`config.mk`:
```
export PLATFORM = sky130hd
export DESIGN_NAME = ccs_calibration_sequencer
export DESIGN_NICKNAME = d
export VERILOG_FILES = /design/src/pkg/ccs_pkg.sv /design/src/verilog/ccs_calibration_sequencer.sv
export SDC_FILE = /design/constraint.sdc
export NUM_CORES = 1
export LEC_CHECK = 0
export ABC_AREA = 1
export BUFFER_PORTS_ARGS = -buffer_cell sky130_fd_sc_hd__buf_2
export CORE_MARGIN = 2
export CORE_UTILIZATION = 45
export CTS_BUF_LIST = sky130_fd_sc_hd__clkbuf_16
export DETAILED_ROUTE_END_ITERATION = 8
export GPL_ROUTABILITY_DRIVEN = 0
export GPL_TIMING_DRIVEN = 1
export PLACE_DENSITY_LB_ADDON = 0.08
export SLEW_MARGIN = 25
export SYNTH_ARGS = -nofsm -noshare
export SYNTH_HDL_FRONTEND = slang
export SYNTH_SLANG_ARGS = --single-unit
```
`constraint.sdc`:
```
create_clock -name clk_in -period 17.8 [get_ports clk_in]
set_input_delay 1.78 -clock clk_in [delete_from_list [all_inputs] [get_ports clk_in]]
set_output_delay 1.78 -clock clk_in [all_outputs]
set_load 0.01 [all_outputs]
```
`src/pkg/ccs_pkg.sv`:
```
// Purpose: constants and types for the calibration command sequencer
// Assumes: 20 MHz clock; commands arrive as decoded one-cycle strobes
// Notes:   voltages in microvolts, resistance in milliohms
package ccs_pkg;

    // command codes
    typedef enum logic [3:0] {
        CCS_CMD_NONE      = 4'b0000,
        CCS_CMD_CONF_RES  = 4'b0001,
        CCS_CMD_CONF_VOLT = 4'b0010,
        CCS_CMD_VAL_RES   = 4'b0011,
        CCS_CMD_VAL_VOLT  = 4'b0100,
        CCS_CMD_STORE_ADC = 4'b0101,
        CCS_CMD_ZERO      = 4'b0110,
        CCS_CMD_CHAN_CAL  = 4'b0111,
        CCS_CMD_CHAN_SET  = 4'b1000,
        CCS_CMD_TARE      = 4'b1001,
        CCS_CMD_REMOTE    = 4'b1010
    } ccs_cmd_t;

    typedef enum logic [2:0] {
        CCS_ST_IDLE  = 3'b000,
        CCS_ST_SETTLE = 3'b001,
        CCS_ST_ZERO  = 3'b010,
        CCS_ST_TARE  = 3'b011,
        CCS_ST_CHCAL = 3'b100,
        CCS_ST_REM   = 3'b101,
        CCS_ST_STORE = 3'b110
    } ccs_state_t;

    // calibration bus connection
    typedef enum logic [1:0] {
        CCS_BUS_OPEN = 2'b00,
        CCS_BUS_RES  = 2'b01,
        CCS_BUS_VOLT = 2'b10
    } ccs_bus_t;

    // error codes
    localparam logic [3:0] CCS_ERR_NONE     = 4'h0;
    localparam logic [3:0] CCS_ERR_INIT     = 4'h1;
    localparam logic [3:0] CCS_ERR_RANGE    = 4'h2;
    localparam logic [3:0] CCS_ERR_SEQUENCE = 4'h3;

    localparam int CCS_NUM_RANGES = 5;
    localparam int CCS_VAL_W      = 32;

    // nominal ranges, microvolts
    localparam logic [31:0] CCS_RANGE_UV [CCS_NUM_RANGES] = '{
        32'h0000_F424, 32'h0003_D090, 32'h000F_4240,
        32'h003D_0900, 32'h00F4_2400};
    // full-scale source levels, microvolts (90 %, 10 V on top range)
    localparam logic [31:0] CCS_FS_UV [CCS_NUM_RANGES] = '{
        32'h0000_DBBA, 32'h0003_6EE8, 32'h000D_BBA0,
        32'h0036_EE80, 32'h0098_9680};
    localparam logic [31:0] CCS_MV_TO_UV = 32'h0000_03E8;

    // timing
    localparam int CCS_CLK_HZ        = 20_000_000;
    localparam int CCS_SETTLE_US     = 100;
    localparam int CCS_SETTLE_CYC    = CCS_SETTLE_US * (CCS_CLK_HZ / 1_000_000);
    localparam int CCS_STEP_CYC      = 16;

endpackage

```
`src/verilog/ccs_calibration_sequencer.sv`:
```
// Purpose: calibration command sequencer of a multi-channel measurement unit
// Assumes: commands are parsed upstream into a code plus value strobe
// Notes:   analogue steps are requested on handshake outputs
//
// Functional notes
// - converter calibration gathers gains for all five ranges and the cal resistor value for storage.
// - converter offset zeroing runs only on the zero query, never while scanning.
// - either channel-calibration command runs offset, gain and current-source correction on board.
// - tare takes the shorted-channel reading as the new zero and applies it at once.
// - a tare runs a full channel calibration in the same operation, unless store_tare_in is set, which only stores the tare.
// - remote units zero with shorting switches and set gain from their own source.
// - resistance configure puts the reference resistor on the cal bus for four-wire use.
// - configure commands are refused while the trigger system is initiated.
// - the configure range must lie within five percent of a nominal range.
// - the range may be given in microvolts or millivolts.
// - full scale gives about ninety percent of range, ten volts on the top range.
// - zero or full scale is selected; range picks the range recorded, and sets the level only for full scale.
`timescale 1ns/1ps
`default_nettype none
module ccs_calibration_sequencer
    import ccs_pkg::*;
#(
    parameter int SETTLE_CYC = CCS_SETTLE_CYC
) (
    // clock and reset
    input  wire logic                 clk_in,
    input  wire logic                 srst_in,
    // command port
    input  wire logic                 cmd_valid_in,
    input  wire logic [3:0]           cmd_code_in,
    input  wire logic [CCS_VAL_W-1:0] cmd_value_in,
    input  wire logic                 cmd_value_mv_in,
    input  wire logic                 full_scale_select_in,
    input  wire logic                 store_tare_in,
    input  wire logic                 initiated_in,
    input  wire logic                 err_read_in,
    // analogue step handshake
    input  wire logic                 step_done_in,
    input  wire logic [CCS_VAL_W-1:0] step_result_in,
    // status
    output logic                      busy_out,
    output logic                      op_complete_out,
    output logic [3:0]                err_code_out,
    // cal bus routing
    output logic                      connect_ref_resistor_out,
    output logic                      connect_ref_voltage_out,
    output logic [CCS_VAL_W-1:0]      source_level_uv_out,
    // analogue step requests
    output logic                      adc_zero_req_out,
    output logic                      chan_cal_req_out,
    output logic                      remote_short_req_out,
    output logic                      remote_gain_req_out,
    output logic                      nv_store_req_out,
    output logic                      nv_store_tare_out,
    // calibration results
    output logic [CCS_VAL_W-1:0]      tare_offset_out,
    output logic [CCS_VAL_W-1:0]      ref_ohms_out,
    output logic [CCS_NUM_RANGES-1:0] gains_valid_out
);

    if (SETTLE_CYC < 1) begin : g_settle_chk
        $error("SETTLE_CYC must be at least 1");
    end

    // range match within 5 %: returns index, or NUM_RANGES on miss
    function automatic logic [2:0] range_index(input logic [31:0] uv);
        logic [2:0]  idx;
        logic [31:0] tol;
        idx = 3'(CCS_NUM_RANGES);
        for (int i = 0; i < CCS_NUM_RANGES; i++) begin
            tol = CCS_RANGE_UV[i] / 32'd20;
            if (uv >= CCS_RANGE_UV[i] - tol && uv <= CCS_RANGE_UV[i] + tol) begin
                idx = 3'(i);
            end
        end
        return idx;
    endfunction

    ccs_state_t                  state_r, state_nxt;
    ccs_bus_t                    bus_r, bus_nxt;
    logic [31:0]                 level_nxt, cnt_r, cnt_nxt, uv;
    logic [2:0]                  range_r, range_nxt, ridx;
    logic                        fs_r, fs_nxt, done_nxt;
    logic [3:0]                  err_nxt;
    logic [CCS_VAL_W-1:0]        tare_nxt, ohms_nxt;
    logic [CCS_NUM_RANGES-1:0]   zero_got_r, zero_got_nxt;
    logic [CCS_NUM_RANGES-1:0]   fs_got_r, fs_got_nxt;
    logic                        ohms_got_r, ohms_got_nxt;
    logic                        store_nxt, store_tare_nxt;

    always_comb begin
        uv = cmd_value_mv_in ? cmd_value_in * CCS_MV_TO_UV : cmd_value_in;
        ridx = range_index(uv);
        state_nxt = state_r;
        bus_nxt = bus_r;
        level_nxt = source_level_uv_out;
        cnt_nxt = cnt_r;
        range_nxt = range_r;
        fs_nxt = fs_r;
        done_nxt = op_complete_out;
        err_nxt = err_code_out;
        tare_nxt = tare_offset_out;
        ohms_nxt = ref_ohms_out;
        zero_got_nxt = zero_got_r;
        fs_got_nxt = fs_got_r;
        ohms_got_nxt = ohms_got_r;
        store_nxt = nv_store_req_out;
        store_tare_nxt = nv_store_tare_out;
        // a new error wins over the read-clear in the same cycle
        if (err_read_in) begin
            err_nxt = CCS_ERR_NONE;
        end
        case (state_r)
            CCS_ST_IDLE: begin
                if (cmd_valid_in) begin
                    done_nxt = 1'b0;
                    case (ccs_cmd_t'(cmd_code_in))
                        CCS_CMD_CONF_RES, CCS_CMD_CONF_VOLT: begin
                            if (initiated_in) begin
                                err_nxt = CCS_ERR_INIT;
                                done_nxt = 1'b1;
                            end else if (ccs_cmd_t'(cmd_code_in)
                                         == CCS_CMD_CONF_RES) begin
                                bus_nxt = CCS_BUS_RES;
                                level_nxt = '0;
                                cnt_nxt = 32'(SETTLE_CYC);
                                state_nxt = CCS_ST_SETTLE;
                            end else if (ridx == 3'(CCS_NUM_RANGES)) begin
                                err_nxt = CCS_ERR_RANGE;
                                done_nxt = 1'b1;
                            end else begin
                                bus_nxt = CCS_BUS_VOLT;
                                range_nxt = ridx;
                                fs_nxt = full_scale_select_in;
                                // range only shapes the full-scale level
                                level_nxt = full_scale_select_in
                                    ? CCS_FS_UV[ridx] : '0;
                                cnt_nxt = 32'(SETTLE_CYC);
                                state_nxt = CCS_ST_SETTLE;
                            end
                        end
                        CCS_CMD_VAL_RES: begin
                            if (bus_r == CCS_BUS_RES) begin
                                ohms_nxt = cmd_value_in;
                                ohms_got_nxt = 1'b1;
                            end else begin
                                err_nxt = CCS_ERR_SEQUENCE;
                            end
                            done_nxt = 1'b1;
                        end
                        CCS_CMD_VAL_VOLT: begin
                            if (bus_r != CCS_BUS_VOLT) begin
                                err_nxt = CCS_ERR_SEQUENCE;
                            end else if (fs_r) begin
                                fs_got_nxt[range_r] = 1'b1;
                            end else begin
                                zero_got_nxt[range_r] = 1'b1;
                            end
                            done_nxt = 1'b1;
                        end
                        CCS_CMD_STORE_ADC: begin
                            // constants are complete only with all ranges
                            if (&zero_got_r && &fs_got_r && ohms_got_r) begin
                                bus_nxt = CCS_BUS_OPEN;
                                store_nxt = 1'b1;
                                store_tare_nxt = 1'b0;
                                state_nxt = CCS_ST_STORE;
                            end else begin
                                err_nxt = CCS_ERR_SEQUENCE;
                                done_nxt = 1'b1;
                            end
                        end
                        CCS_CMD_ZERO: begin
                            state_nxt = CCS_ST_ZERO;
                        end
                        CCS_CMD_CHAN_CAL, CCS_CMD_CHAN_SET: begin
                            state_nxt = CCS_ST_CHCAL;
                        end
                        CCS_CMD_TARE: begin
                            if (store_tare_in) begin
                                store_nxt = 1'b1;
                                store_tare_nxt = 1'b1;
                                state_nxt = CCS_ST_STORE;
                            end else begin
                                state_nxt = CCS_ST_TARE;
                            end
                        end
                        CCS_CMD_REMOTE: begin
                            cnt_nxt = '0;
                            state_nxt = CCS_ST_REM;
                        end
                        default: begin
                            done_nxt = 1'b1;
                        end
                    endcase
                end
            end
            CCS_ST_SETTLE: begin
                if (cnt_r <= 32'd1) begin
                    done_nxt = 1'b1;
                    state_nxt = CCS_ST_IDLE;
                end else begin
                    cnt_nxt = cnt_r - 32'd1;
                end
            end
            CCS_ST_ZERO, CCS_ST_CHCAL, CCS_ST_STORE: begin
                if (step_done_in) begin
                    store_nxt = 1'b0;
                    done_nxt = 1'b1;
                    state_nxt = CCS_ST_IDLE;
                end
            end
            CCS_ST_TARE: begin
                if (step_done_in) begin
                    tare_nxt = step_result_in;
                    state_nxt = CCS_ST_CHCAL;
                end
            end
            CCS_ST_REM: begin
                // phase 0 shorts inputs, phase 1 drives gain source
                if (step_done_in) begin
                    if (cnt_r == 32'd0) begin
                        cnt_nxt = 32'd1;
                    end else begin
                        done_nxt = 1'b1;
                        state_nxt = CCS_ST_IDLE;
                    end
                end
            end
            default: begin
                state_nxt = CCS_ST_IDLE;
            end
        endcase
    end

    // output flops double as command state, so no shadow copies to skew
    always_ff @(posedge clk_in) begin
        if (srst_in) begin
            state_r                  <= CCS_ST_IDLE;
            bus_r                    <= CCS_BUS_OPEN;
            cnt_r                    <= '0;
            range_r                  <= '0;
            fs_r                     <= 1'b0;
            zero_got_r               <= '0;
            fs_got_r                 <= '0;
            ohms_got_r               <= 1'b0;
            busy_out                 <= 1'b0;
            op_complete_out          <= 1'b1;
            err_code_out             <= CCS_ERR_NONE;
            connect_ref_resistor_out <= 1'b0;
            connect_ref_voltage_out  <= 1'b0;
            source_level_uv_out      <= '0;
            adc_zero_req_out         <= 1'b0;
            chan_cal_req_out         <= 1'b0;
            remote_short_req_out     <= 1'b0;
            remote_gain_req_out      <= 1'b0;
            nv_store_req_out         <= 1'b0;
            nv_store_tare_out        <= 1'b0;
            tare_offset_out          <= '0;
            ref_ohms_out             <= '0;
            gains_valid_out          <= '0;
        end else begin
            state_r                  <= state_nxt;
            bus_r                    <= bus_nxt;
            cnt_r                    <= cnt_nxt;
            range_r                  <= range_nxt;
            fs_r                     <= fs_nxt;
            zero_got_r               <= zero_got_nxt;
            fs_got_r                 <= fs_got_nxt;
            ohms_got_r               <= ohms_got_nxt;
            busy_out                 <= state_nxt != CCS_ST_IDLE;
            op_complete_out          <= done_nxt;
            err_code_out             <= err_nxt;
            connect_ref_resistor_out <= bus_nxt == CCS_BUS_RES;
            connect_ref_voltage_out  <= bus_nxt == CCS_BUS_VOLT;
            source_level_uv_out      <= level_nxt;
            adc_zero_req_out         <= state_nxt == CCS_ST_ZERO;
            chan_cal_req_out         <= state_nxt == CCS_ST_CHCAL
                                     || state_nxt == CCS_ST_TARE;
            remote_short_req_out     <= state_nxt == CCS_ST_REM
                                     && cnt_nxt == 32'd0;
            remote_gain_req_out      <= state_nxt == CCS_ST_REM
                                     && cnt_nxt == 32'd1;
            nv_store_req_out         <= store_nxt;
            nv_store_tare_out        <= store_tare_nxt;
            tare_offset_out          <= tare_nxt;
            ref_ohms_out             <= ohms_nxt;
            gains_valid_out          <= zero_got_nxt & fs_got_nxt;
        end
    end

endmodule
`default_nettype wire

```
==> results of run 1 <==
[registers in the layout (all words and copies together), names as in the netlist, 3 cells and up]
name,cells
cnt_r,32
err_code_out,4
fs_got_r,5
gains_valid_out,5
range_r,3
ref_ohms_out,32
source_level_uv_out,19
state_r,3
tare_offset_out,32
zero_got_r,5
[worst max-delay path, delay by kind of cell]
family          cells  cell delay, ns
fa+ha+maj           6            2.86
compound gates      1            0.34
buf+inv             5            0.56
simple gates       25            2.93
[cells in the mapped netlist (5+ instances only)]
library cell | n | area [um2]
a21oi_1 | 145 | 726
a31oi_1 | 13 | 81.3
buf_1 | 5 | 18.8
buf_4 | 18 | 135
clkbuf_1 | 31 | 116
dfxtp_1 | 154 | 3080
fa_1 | 90 | 1800
ha_1 | 65 | 813
inv_1 | 370 | 1390
inv_2 | 31 | 116
nand2_1 | 569 | 2140
nand2_2 | 13 | 81.3
nand3_1 | 128 | 641
nand3_2 | 7 | 70.1
nand3b_1 | 10 | 75.1
nand4_1 | 36 | 225
nor2_1 | 215 | 807
nor2_2 | 14 | 87.6
nor3_1 | 37 | 185
nor4_1 | 13 | 81.3
o21ai_0 | 80 | 400
o21ai_1 | 8 | 40.0
xor2_1 | 11 | 96.3
[layout make-up]
type	instances	share of cell area [%]
multi-input cells	1514	57.2
flip-flops and latches	154	20.0
repair buffers	187	6.17
diodes	1	0.0162
inverters	405	9.84
clock buffers	17	2.75
well taps	390	3.16
clock inverters	14	0.874
[routing by layer]
metal,track usage (%),vias to the layer above
li1,-,6933
met1,35.8,6300
met2,41.3,383
met3,5.16,47
met4,6.81,2
met5,0,-
[through the flow]
| stage | total power [mW] | hold WS [ns] | instance area [um2] |
|---|---|---|---|
| 5_1_grt | 2.18 | 0.480 | 15500 |
| 3_3_place_gp | 1.59 | 0.418 | 14900 |
| 6_report | 1.96 | 0.430 | 15500 |
| 4_1_cts | 1.96 | 0.434 | 15400 |
| 3_5_place_dp | 1.60 | 0.423 | 14900 |
| 2_1_floorplan | 1.32 | 0.453 | 13800 |
[worst max path at each step]
stage                         start                             end  slack (ns)
finish              cmd_value_in[7]  remote_gain_req_out$_SDFF_PP0_        9.67
global placement    cmd_value_in[7]  remote_gain_req_out$_SDFF_PP0_        9.36
detailed placement  cmd_value_in[7]  remote_gain_req_out$_SDFF_PP0_        9.28
floorplan           cmd_value_in[5]  remote_gain_req_out$_SDFF_PP0_       10.56
global route        cmd_value_in[5]  remote_gain_req_out$_SDFF_PP0_        9.08
CTS                 cmd_value_in[7]  remote_gain_req_out$_SDFF_PP0_        9.69
[power by group through the flow]
stage / logic [mW] / clock network, mW / registers [mW]
global placement: 1.23 / 0 / 0.357
CTS: 1.25 / 0.364 / 0.349
global route: 1.45 / 0.377 / 0.349
finish: 1.26 / 0.355 / 0.349
floorplan: 0.967 / 0 / 0.357
detailed placement: 1.24 / 0 / 0.357
[logic make-up (layout without fill, tap and decap cells)]
family	Yosys count	in the layout	share of synthesized area (%)
AOI/OAI and AO/OA	276	276	11.0
xor gates and xnor gates	13	13	0.830
adders and majority gates	155	155	19.1
buffers and inverters	465	623	13.4
DFF	154	154	22.5
other	1	12	0.0273
and+or+nand+nor	1059	1059	33.3
==> results_dict.tcl, run 1 <==
set metrics [dict create \
    cp-end-kind "flop" \
    die_w_um 179 \
    cpPeakStageDelay_ns 0.56 \
    finalCriticalPeriod_ns 8.13 \
    pwr-share-seq_pct 17.8 \
    wl_per_cell_um 15.0 \
    regArea_um2 3080 \
    ir_worst_vdd_mv 0.0668 \
    worstHoldEndpoint "err_code_out[2]$_SDFF_PP0_" \
    first_global_vias 13173 \
    dr.max_layer_used "met5" \
    clockBufferDepth 2 \
    syn2layout_area_growth_pct 12.6 \
    reg2reg_to "ref_ohms_out[7]$_SDFFE_PP0P_" \
    num_vias 13665 \
    post-place-ws_ns 9.28 \
    worst_ep_arrival_time_ns 8.50 \
    slew_headroom_pct 32.0 \
    synthesis.area_um2 13700 \
    layout_common_cells "nand2_1, inv_1, nor2_1" \
    report.final.slew_viol_count 0 \
    overflow 0 \
    wl_met2_mm 17.7 \
    power.density_nw_per_um2 127 \
    floorplan.core_area_um2 29800 \
    worst-setup-path-type "primary input to flop" \
    cts_resized 0 \
    rsz0062_at_grt "false" \
    die_area_um2 31900 \
    rrSetupSlack_ns 13.38 \
    rr_startpoint "state_r[1]$_SDFF_PP0_" \
    max_freq_mhz 123 \
    ctsHoldBuffers 0 \
    swShare_pct 51.0 \
    async_reset_ff_share_pct 0 \
    synthFlopType "dfxtp_1" \
    routed_wl_mm 40.1 \
    holdCritStartpoint "err_code_out[2]$_SDFF_PP0_" \
    fin_ws_ns 9.67 \
    cp_max_fo 26 \
    start_util_pct 46.1 \
    std_cell_rows 63 \
    tns_ns 0 \
    period_share_pct 45.7 \
    ff2ff_path_depth 10 \
    antenna_found_initial 2 \
    synth.distinct_cells 53 \
    wl_met3_mm 2.65 \
    power.share.clock_pct 18.1 \
    leakagePower_nw 8.11 \
    viasPerCell 5.10 \
    clock_skew_ns 0.0135 \
    ys_warn_count 0 \
    worstMarginPinSlew_ns 1.02 \
    postCtsSetupBuffers 0 \
    cp_slowest_cell "fa_1" \
    syn_area_per_cell_um2 6.46 \
    synth_seq_cells 154 \
    synth_cells 2123 \
    grt_pass1_wl_mm 65.9 \
    dp_hpwl_mm 32.0 \
    crit_path_frequent_cell "nand2_1" \
    path_clk_slew_ns 0.07 \
    drive_gt1_share_pct 13.1 \
    comb_power_share_pct 64.1 \
    htree_levels 4 \
    antenna_left 0 \
    hp-class "flop to flop" \
    drt-met1-wl_mm 19.0 \
    setup_viol_count_final 0 \
    hold_violations 0 \
    multi_input_area_um2 8840 \
    drcViolationCount 0 \
    cts.sinks 154 \
    mostFrequentLayoutCell "nand2_1" \
    seq_area_frac_synth_pct 22.5 \
    p_sw_mw 0.999 \
    track_usage_pct 25.9 \
    status "finished, final reports clean" \
    die_h_um 179 \
    root_buffer "clkbuf_16" \
    dp_cells 2650 \
    max-cap-violations 0 \
    fillerInstances 3140 \
    synth_edf_count 0 \
    startpoint_type "primary input" \
    finish.utilization_pct 51.9 \
    drt_iter0_markers 915 \
    min_path_cells 2 \
    intPower_mw 0.962 \
    port_buffers 180 \
    dr.pass1.iters 6 \
    cts_tree "yes" \
    cts_buffers 17 \
    grt_max_degree 60 \
    nets 2511 \
    io_pins 192 \
    clk_latency_ns 0.44 \
    final_cells 2682 \
    crit_required_ns 18.17 \
]
Power figures use the tool's default switching activity.
==> run 2: changes to the inputs <==
Settings changed: ABC_AREA 1 to 0.
Clock period 17.8 ns to 7 ns, I/O delays scaled along.
==> results_dict.tcl, run 2 <==
set metrics [dict create \
    worstMarginPinSlew_ns 1.04 \
    antenna_left 0 \
    synth.distinct_cells 90 \
    cts_tree "yes" \
    io_pins 192 \
    cp_slowest_cell "fa_1" \
    die_h_um 171 \
    viasPerCell 5.48 \
    cp_max_fo 7 \
    dr.pass1.iters 6 \
    reg_top3 "cnt_r (32), ref_ohms_out (32), tare_offset_out (32)" \
    max_freq_mhz 147 \
    finalCriticalPeriod_ns 6.78 \
    syn_area_per_cell_um2 7.77 \
    reg2reg_to "remote_short_req_out$_SDFF_PP0_" \
    die_area_um2 29300 \
    drt_iter0_markers 851 \
    root_buffer "clkbuf_16" \
    worst-setup-path-type "primary input to flop" \
    dp_cells 2271 \
    yosysTopAreaCell "dfxtp_1" \
    rsz0062_at_grt "true" \
    startpoint_type "primary input" \
    clk_latency_ns 0.44 \
    ys_warn_count 0 \
    status "finished, final reports clean" \
    nets 2164 \
    synth_top_area_share_pct 24.5 \
    overflow 0 \
    path_clk_slew_ns 0.07 \
    report.final.slew_viol_count 0 \
    hp-class "flop to flop" \
    mostFrequentLayoutCell "nand2_1" \
    cpPeakStageDelay_ns 0.57 \
    drcViolationCount 0 \
    std_cell_rows 61 \
    port_buffers 180 \
    slew_headroom_pct 30.6 \
    worstHoldEndpoint "err_code_out[3]$_SDFF_PP0_" \
    antenna_found_initial 0 \
    seq_area_frac_synth_pct 24.5 \
    clockBufferDepth 2 \
    rrSetupSlack_ns 2.49 \
    post_dp_cell_area_um2 15000 \
    track_usage_pct 27.0 \
    synthTopCellsByCount "nand2_1, a21oi_1, inv_1" \
    synthFlopType "dfxtp_1" \
    cts_buffers 17 \
    rr_startpoint "cnt_r[20]$_SDFF_PP0_" \
    finish.utilization_pct 59.3 \
    ff2ff_path_depth 13 \
    grt_pass1_wl_mm 63.0 \
    num_vias 12725 \
    first_global_vias 12222 \
    n_antenna_cell 0 \
    crit_required_ns 7.34 \
    grt_max_degree 95 \
    start_util_pct 45.5 \
    layout_common_cells "nand2_1, buf_4, buf_2" \
    setup_viol_count_final 0 \
    synth.top_cells.by_area "dfxtp_1, fa_1, a21oi_1, ha_1, nand2_1" \
    drive_gt1_share_pct 28.2 \
    holdCritStartpoint "err_code_out[3]$_SDFF_PP0_" \
    crit_path_frequent_cell "fa_1" \
    ctsHoldBuffers 0 \
    wl_per_cell_um 16.8 \
    synth_edf_count 0 \
    max-cap-violations 0 \
    power.density_nw_per_um2 525 \
    htree_levels 4 \
    hold_violations 0 \
    final_cell_area_um2 16400 \
    final_cells 2323 \
    syn2layout_area_growth_pct 30.2 \
    worst_ep_arrival_time_ns 7.12 \
    synthesis.area_um2 12600 \
    dp_hpwl_mm 30.0 \
    floorplan.core_area_um2 27600 \
    cts.sinks 154 \
    cp-end-kind "flop" \
    period_share_pct 96.9 \
    clock_skew_ns 0.0156 \
    async_reset_ff_share_pct 0 \
    ir_worst_vdd_mv 0.318 \
    routed_wl_mm 39.1 \
    synth_cells 1618 \
    die_w_um 171 \
    leakagePower_nw 7.14 \
    synth_seq_cells 154 \
    synth.most_common_cell "nand2_1" \
    min_path_cells 2 \
]
-- run 2: cell type report --
| class | count | area (um2) |
|---|---|---|
| inverters | 160 | 612 |
| clock buffers | 17 | 425 |
| multi-input cells | 1223 | 9210 |
| well taps | 378 | 473 |
| flip-flops and latches | 154 | 3080 |
| repair buffers | 376 | 2410 |
| fillers | 2577 | 11300 |
| clock inverters | 15 | 171 |
-- run 2: routing by layer --
metal,global-route usage [%],vias up,wire length (um)
met5,0,-,0
met1,38.0,6056,18100
met3,5.45,53,2620
met2,42.1,420,17500
li1,-,6196,-
met4,7.37,0,887
-- run 2: worst max-delay path by stage --
| stage | start | endpoint | depth (start not counted) |
|---|---|---|---|
| final | cmd_value_in[5] | remote_short_req_out$_SDFF_PP0_ | 30 |
| after global routing | cmd_value_in[5] | remote_gain_req_out$_SDFF_PP0_ | 29 |
| after CTS | cmd_value_in[6] | op_complete_out$_SDFFE_PP1P_ | 28 |
| after detailed placement | cmd_value_in[5] | remote_short_req_out$_SDFF_PP0_ | 27 |
| after global placement | cmd_value_in[4] | remote_short_req_out$_SDFF_PP0_ | 27 |
| after floorplan | cmd_value_in[9] | op_complete_out$_SDFFE_PP1P_ | 26 |
-- run 2: cells by family (layout without fill, tap and decap cells) --
| group | count (synthesis) | after routing | share of synthesized area (%) |
|---|---|---|---|
| xor gates and xnor gates | 22 | 22 | 1.53 |
| adders and majority gates | 155 | 155 | 20.8 |
| DFF | 154 | 154 | 24.5 |
| other | 1 | 11 | 0.0298 |
| AOI/OAI and AO/OA | 418 | 418 | 20.9 |
| and+or+nand+nor | 605 | 605 | 23.2 |
| muxes | 12 | 12 | 1.00 |
| buffers and inverters | 251 | 568 | 8.03 |
-- run 2: what timing repair did --
item                                    4_1_cts  5_1_grt
endpoints found under the setup margin       19       42
pin swaps                                     5       58
setup buffers                                 3       17
gates resized for setup                      26      100
-- run 2: report_power, final --
part / internal [mW] / switching (mW) / leakage, nW
Sequential: 0.952 / 0.113 / 1.24
Clock: 0.538 / 0.420 / 0.288
Combinational: 2.97 / 3.61 / 5.61
Total: 4.46 / 4.14 / 7.14
-- run 2: stage by stage --
stage          setup WS, ns  hold WS [ns]  total power [mW]  TNS, ns
2_1_floorplan       0.00476         0.440              4.92        0
3_3_place_gp         -0.519         0.415              6.75   -10.05
3_5_place_dp         -0.738         0.424              6.78   -13.75
4_1_cts             0.00375         0.433              7.94        0
5_1_grt              -0.101         0.444              9.35   -0.321
6_report              0.217         0.430              8.61        0
-- run 2: critical path: cells and delay by family --
family                     cells  cell delay, ns
and+or+nand+nor                7            1.42
AOI/OAI and AO/OA             11            1.85
buffers and inverters          6            0.64
adders and majority gates      6            2.50
==> run 3: changes to the inputs <==
Settings changed: ABC_CLOCK_PERIOD_IN_PS set to 7000, CORE_UTILIZATION 45 to 25, PLACE_DENSITY_LB_ADDON 0.08 to 0.25.
==> results_dict.tcl, run 3 (synthesized netlist as in run 2, its figures left out) <==
set metrics [dict create \
    status "finished, final reports clean" \
    clk_latency_ns 0.48 \
    port_buffers 180 \
    htree_levels 4 \
    floorplan.core_area_um2 49900 \
    hp-class "flop to flop" \
    root_buffer "clkbuf_16" \
    mostFrequentLayoutCell "buf_4" \
    overflow 0 \
    grt_pass1_wl_mm 69.4 \
    layout_common_cells "buf_4, nand2_1, buf_2" \
    cts.sinks 154 \
    fin_ws_ns 0.116 \
    holdCritStartpoint "err_code_out[2]$_SDFF_PP0_" \
    first_global_vias 12884 \
    hold_violations 0 \
    power.density_nw_per_um2 519 \
    nets 2206 \
    dr.pass1.iters 6 \
    min_path_cells 2 \
    clockBufferDepth 2 \
    ff2ff_path_depth 13 \
    routed_wl_mm 43.7 \
    wl_met3_mm 2.01 \
    cp_max_fo 8 \
    crit_required_ns 7.39 \
    die_area_um2 52100 \
    worst_ep_arrival_time_ns 7.27 \
    clock_skew_ns 0.0154 \
    drcViolationCount 0 \
    worst-setup-path-type "primary input to flop" \
    tns_ns 0 \
    pwr-share-seq_pct 12.1 \
    wl_per_cell_um 16.4 \
    cpPeakStageDelay_ns 0.60 \
    path_clk_slew_ns 0.07 \
    dp_cells 2606 \
    dp_hpwl_mm 34.1 \
    grt_max_degree 80 \
    fillerInstances 5339 \
    reg2reg_to "remote_short_req_out$_SDFF_PP0_" \
    leakagePower_nw 7.36 \
    worstMarginPinSlew_ns 0.937 \
    track_usage_pct 16.8 \
    comb_power_share_pct 76.9 \
    io_pins 192 \
    finalCriticalPeriod_ns 6.88 \
    num_vias 12956 \
    intPower_mw 4.57 \
    antenna_found_initial 1 \
    reg_top3 "cnt_r (32), ref_ohms_out (32), tare_offset_out (32)" \
    report.final.slew_viol_count 0 \
    drt_iter0_markers 666 \
    drt-met1-wl_mm 20.7 \
    holdWs_ns 0.426 \
    syn2layout_area_growth_pct 35.8 \
    max-cap-violations 0 \
    setup_viol_count_final 0 \
    ctsHoldBuffers 0 \
    swShare_pct 48.5 \
    p_sw_mw 4.30 \
    rsz0062_at_grt "true" \
    cts_tree "yes" \
    finish.utilization_pct 34.3 \
    worstHoldEndpoint "err_code_out[2]$_SDFF_PP0_" \
    start_util_pct 25.2 \
    slew_headroom_pct 37.6 \
    rrSetupSlack_ns 2.27 \
    max_freq_mhz 145 \
    startpoint_type "primary input" \
    cp-end-kind "flop" \
    rr_startpoint "cnt_r[5]$_SDFF_PP0_" \
    std_cell_rows 82 \
    die_w_um 228 \
    n_antenna_cell 0 \
    drive_gt1_share_pct 30.1 \
    power.share.clock_pct 11.0 \
    period_share_pct 98.3 \
    final_cells 2659 \
    dr.max_layer_used "met4" \
    wl_met2_mm 20.0 \
    viasPerCell 4.87 \
    cts_buffers 17 \
    ir_worst_vdd_mv 0.263 \
    antenna_left 0 \
    post-place-ws_ns -0.887 \
    cp_slowest_cell "or4_4" \
    crit_path_frequent_cell "fa_1" \
    die_h_um 228 \
]
-- run 3: cell count changes in the layout (fill, tap and decap cells not counted), moves of 3 or more --
cell	delta
buf_4	+43
inv_1	+6
a21oi_2	+5
a21oi_4	-5
inv_2	-5
o21ai_0	-5
buf_6	-4
inv_6	-4
inv_8	+4
nor2_2	+4
o21ai_2	+4
nand2_2	+3
nor2_1	-3
-- run 3: area by class of cell --
cell class,instances,area [um2],area share [%]
Clock buffer,17,425,2.49
Tap cell,672,841,4.92
Multi-Input combinational cell,1223,9210,53.9
Clock inverter,15,178,1.04
Timing Repair Buffer,418,2730,16.0
Sequential cell,154,3080,18.1
Inverter,160,608,3.56
-- run 3: layer usage --
metal  GRT usage, %  up-vias
met1           22.9     6317
met2           26.8      305
met3           3.18       48
met4           4.96        0
met5              0        -
li1               -     6286
-- run 3: stage by stage --
| stage | cell area, um2 | power (mW) |
|---|---|---|
| 6_report | 17100 | 8.87 |
| 5_1_grt | 17100 | 9.65 |
| 4_1_cts | 16400 | 8.25 |
| 3_5_place_dp | 15700 | 7.09 |
| 3_3_place_gp | 15700 | 7.06 |
| 2_1_floorplan | 12700 | 4.92 |
-- run 3: how the worst max path moves through the flow --
stage,start,endpoint,slack [ns]
floorplan,cmd_value_in[9],op_complete_out$_SDFFE_PP1P_,0.005
global placement,cmd_value_in[5],remote_gain_req_out$_SDFF_PP0_,-0.89
detailed placement,cmd_value_in[5],remote_gain_req_out$_SDFF_PP0_,-0.89
CTS,cmd_value_in[5],chan_cal_req_out$_SDFF_PP0_,0.005
global route,cmd_value_in[3],remote_short_req_out$_SDFF_PP0_,-0.18
finish,cmd_value_in[5],remote_short_req_out$_SDFF_PP0_,0.12
-- run 3: worst max-delay path, delay by kind of cell --
family,cells,cell delay (ns)
AO/OA/AOI/OAI,8,1.14
buffers and inverters,6,0.81
adder cells (fa/ha/maj),6,2.58
AND/OR/NAND/NOR,10,2.03
-- run 3: power by group through the flow --
stage,sequential (mW),clock [mW],combinational [mW]
3_3_place_gp,1.08,0,5.97
4_1_cts,1.06,1.01,6.17
6_report,1.07,0.976,6.82
2_1_floorplan,1.03,0,3.89
5_1_grt,1.09,1.04,7.52
3_5_place_dp,1.08,0,6.01
-- run 3: what timing repair did --
action                                  CTS  global route
gates cloned                              0             1
resized for setup                        23           109
buffers inserted                          3            17
endpoints found under the setup margin   22            33
pin swaps                                 7            59
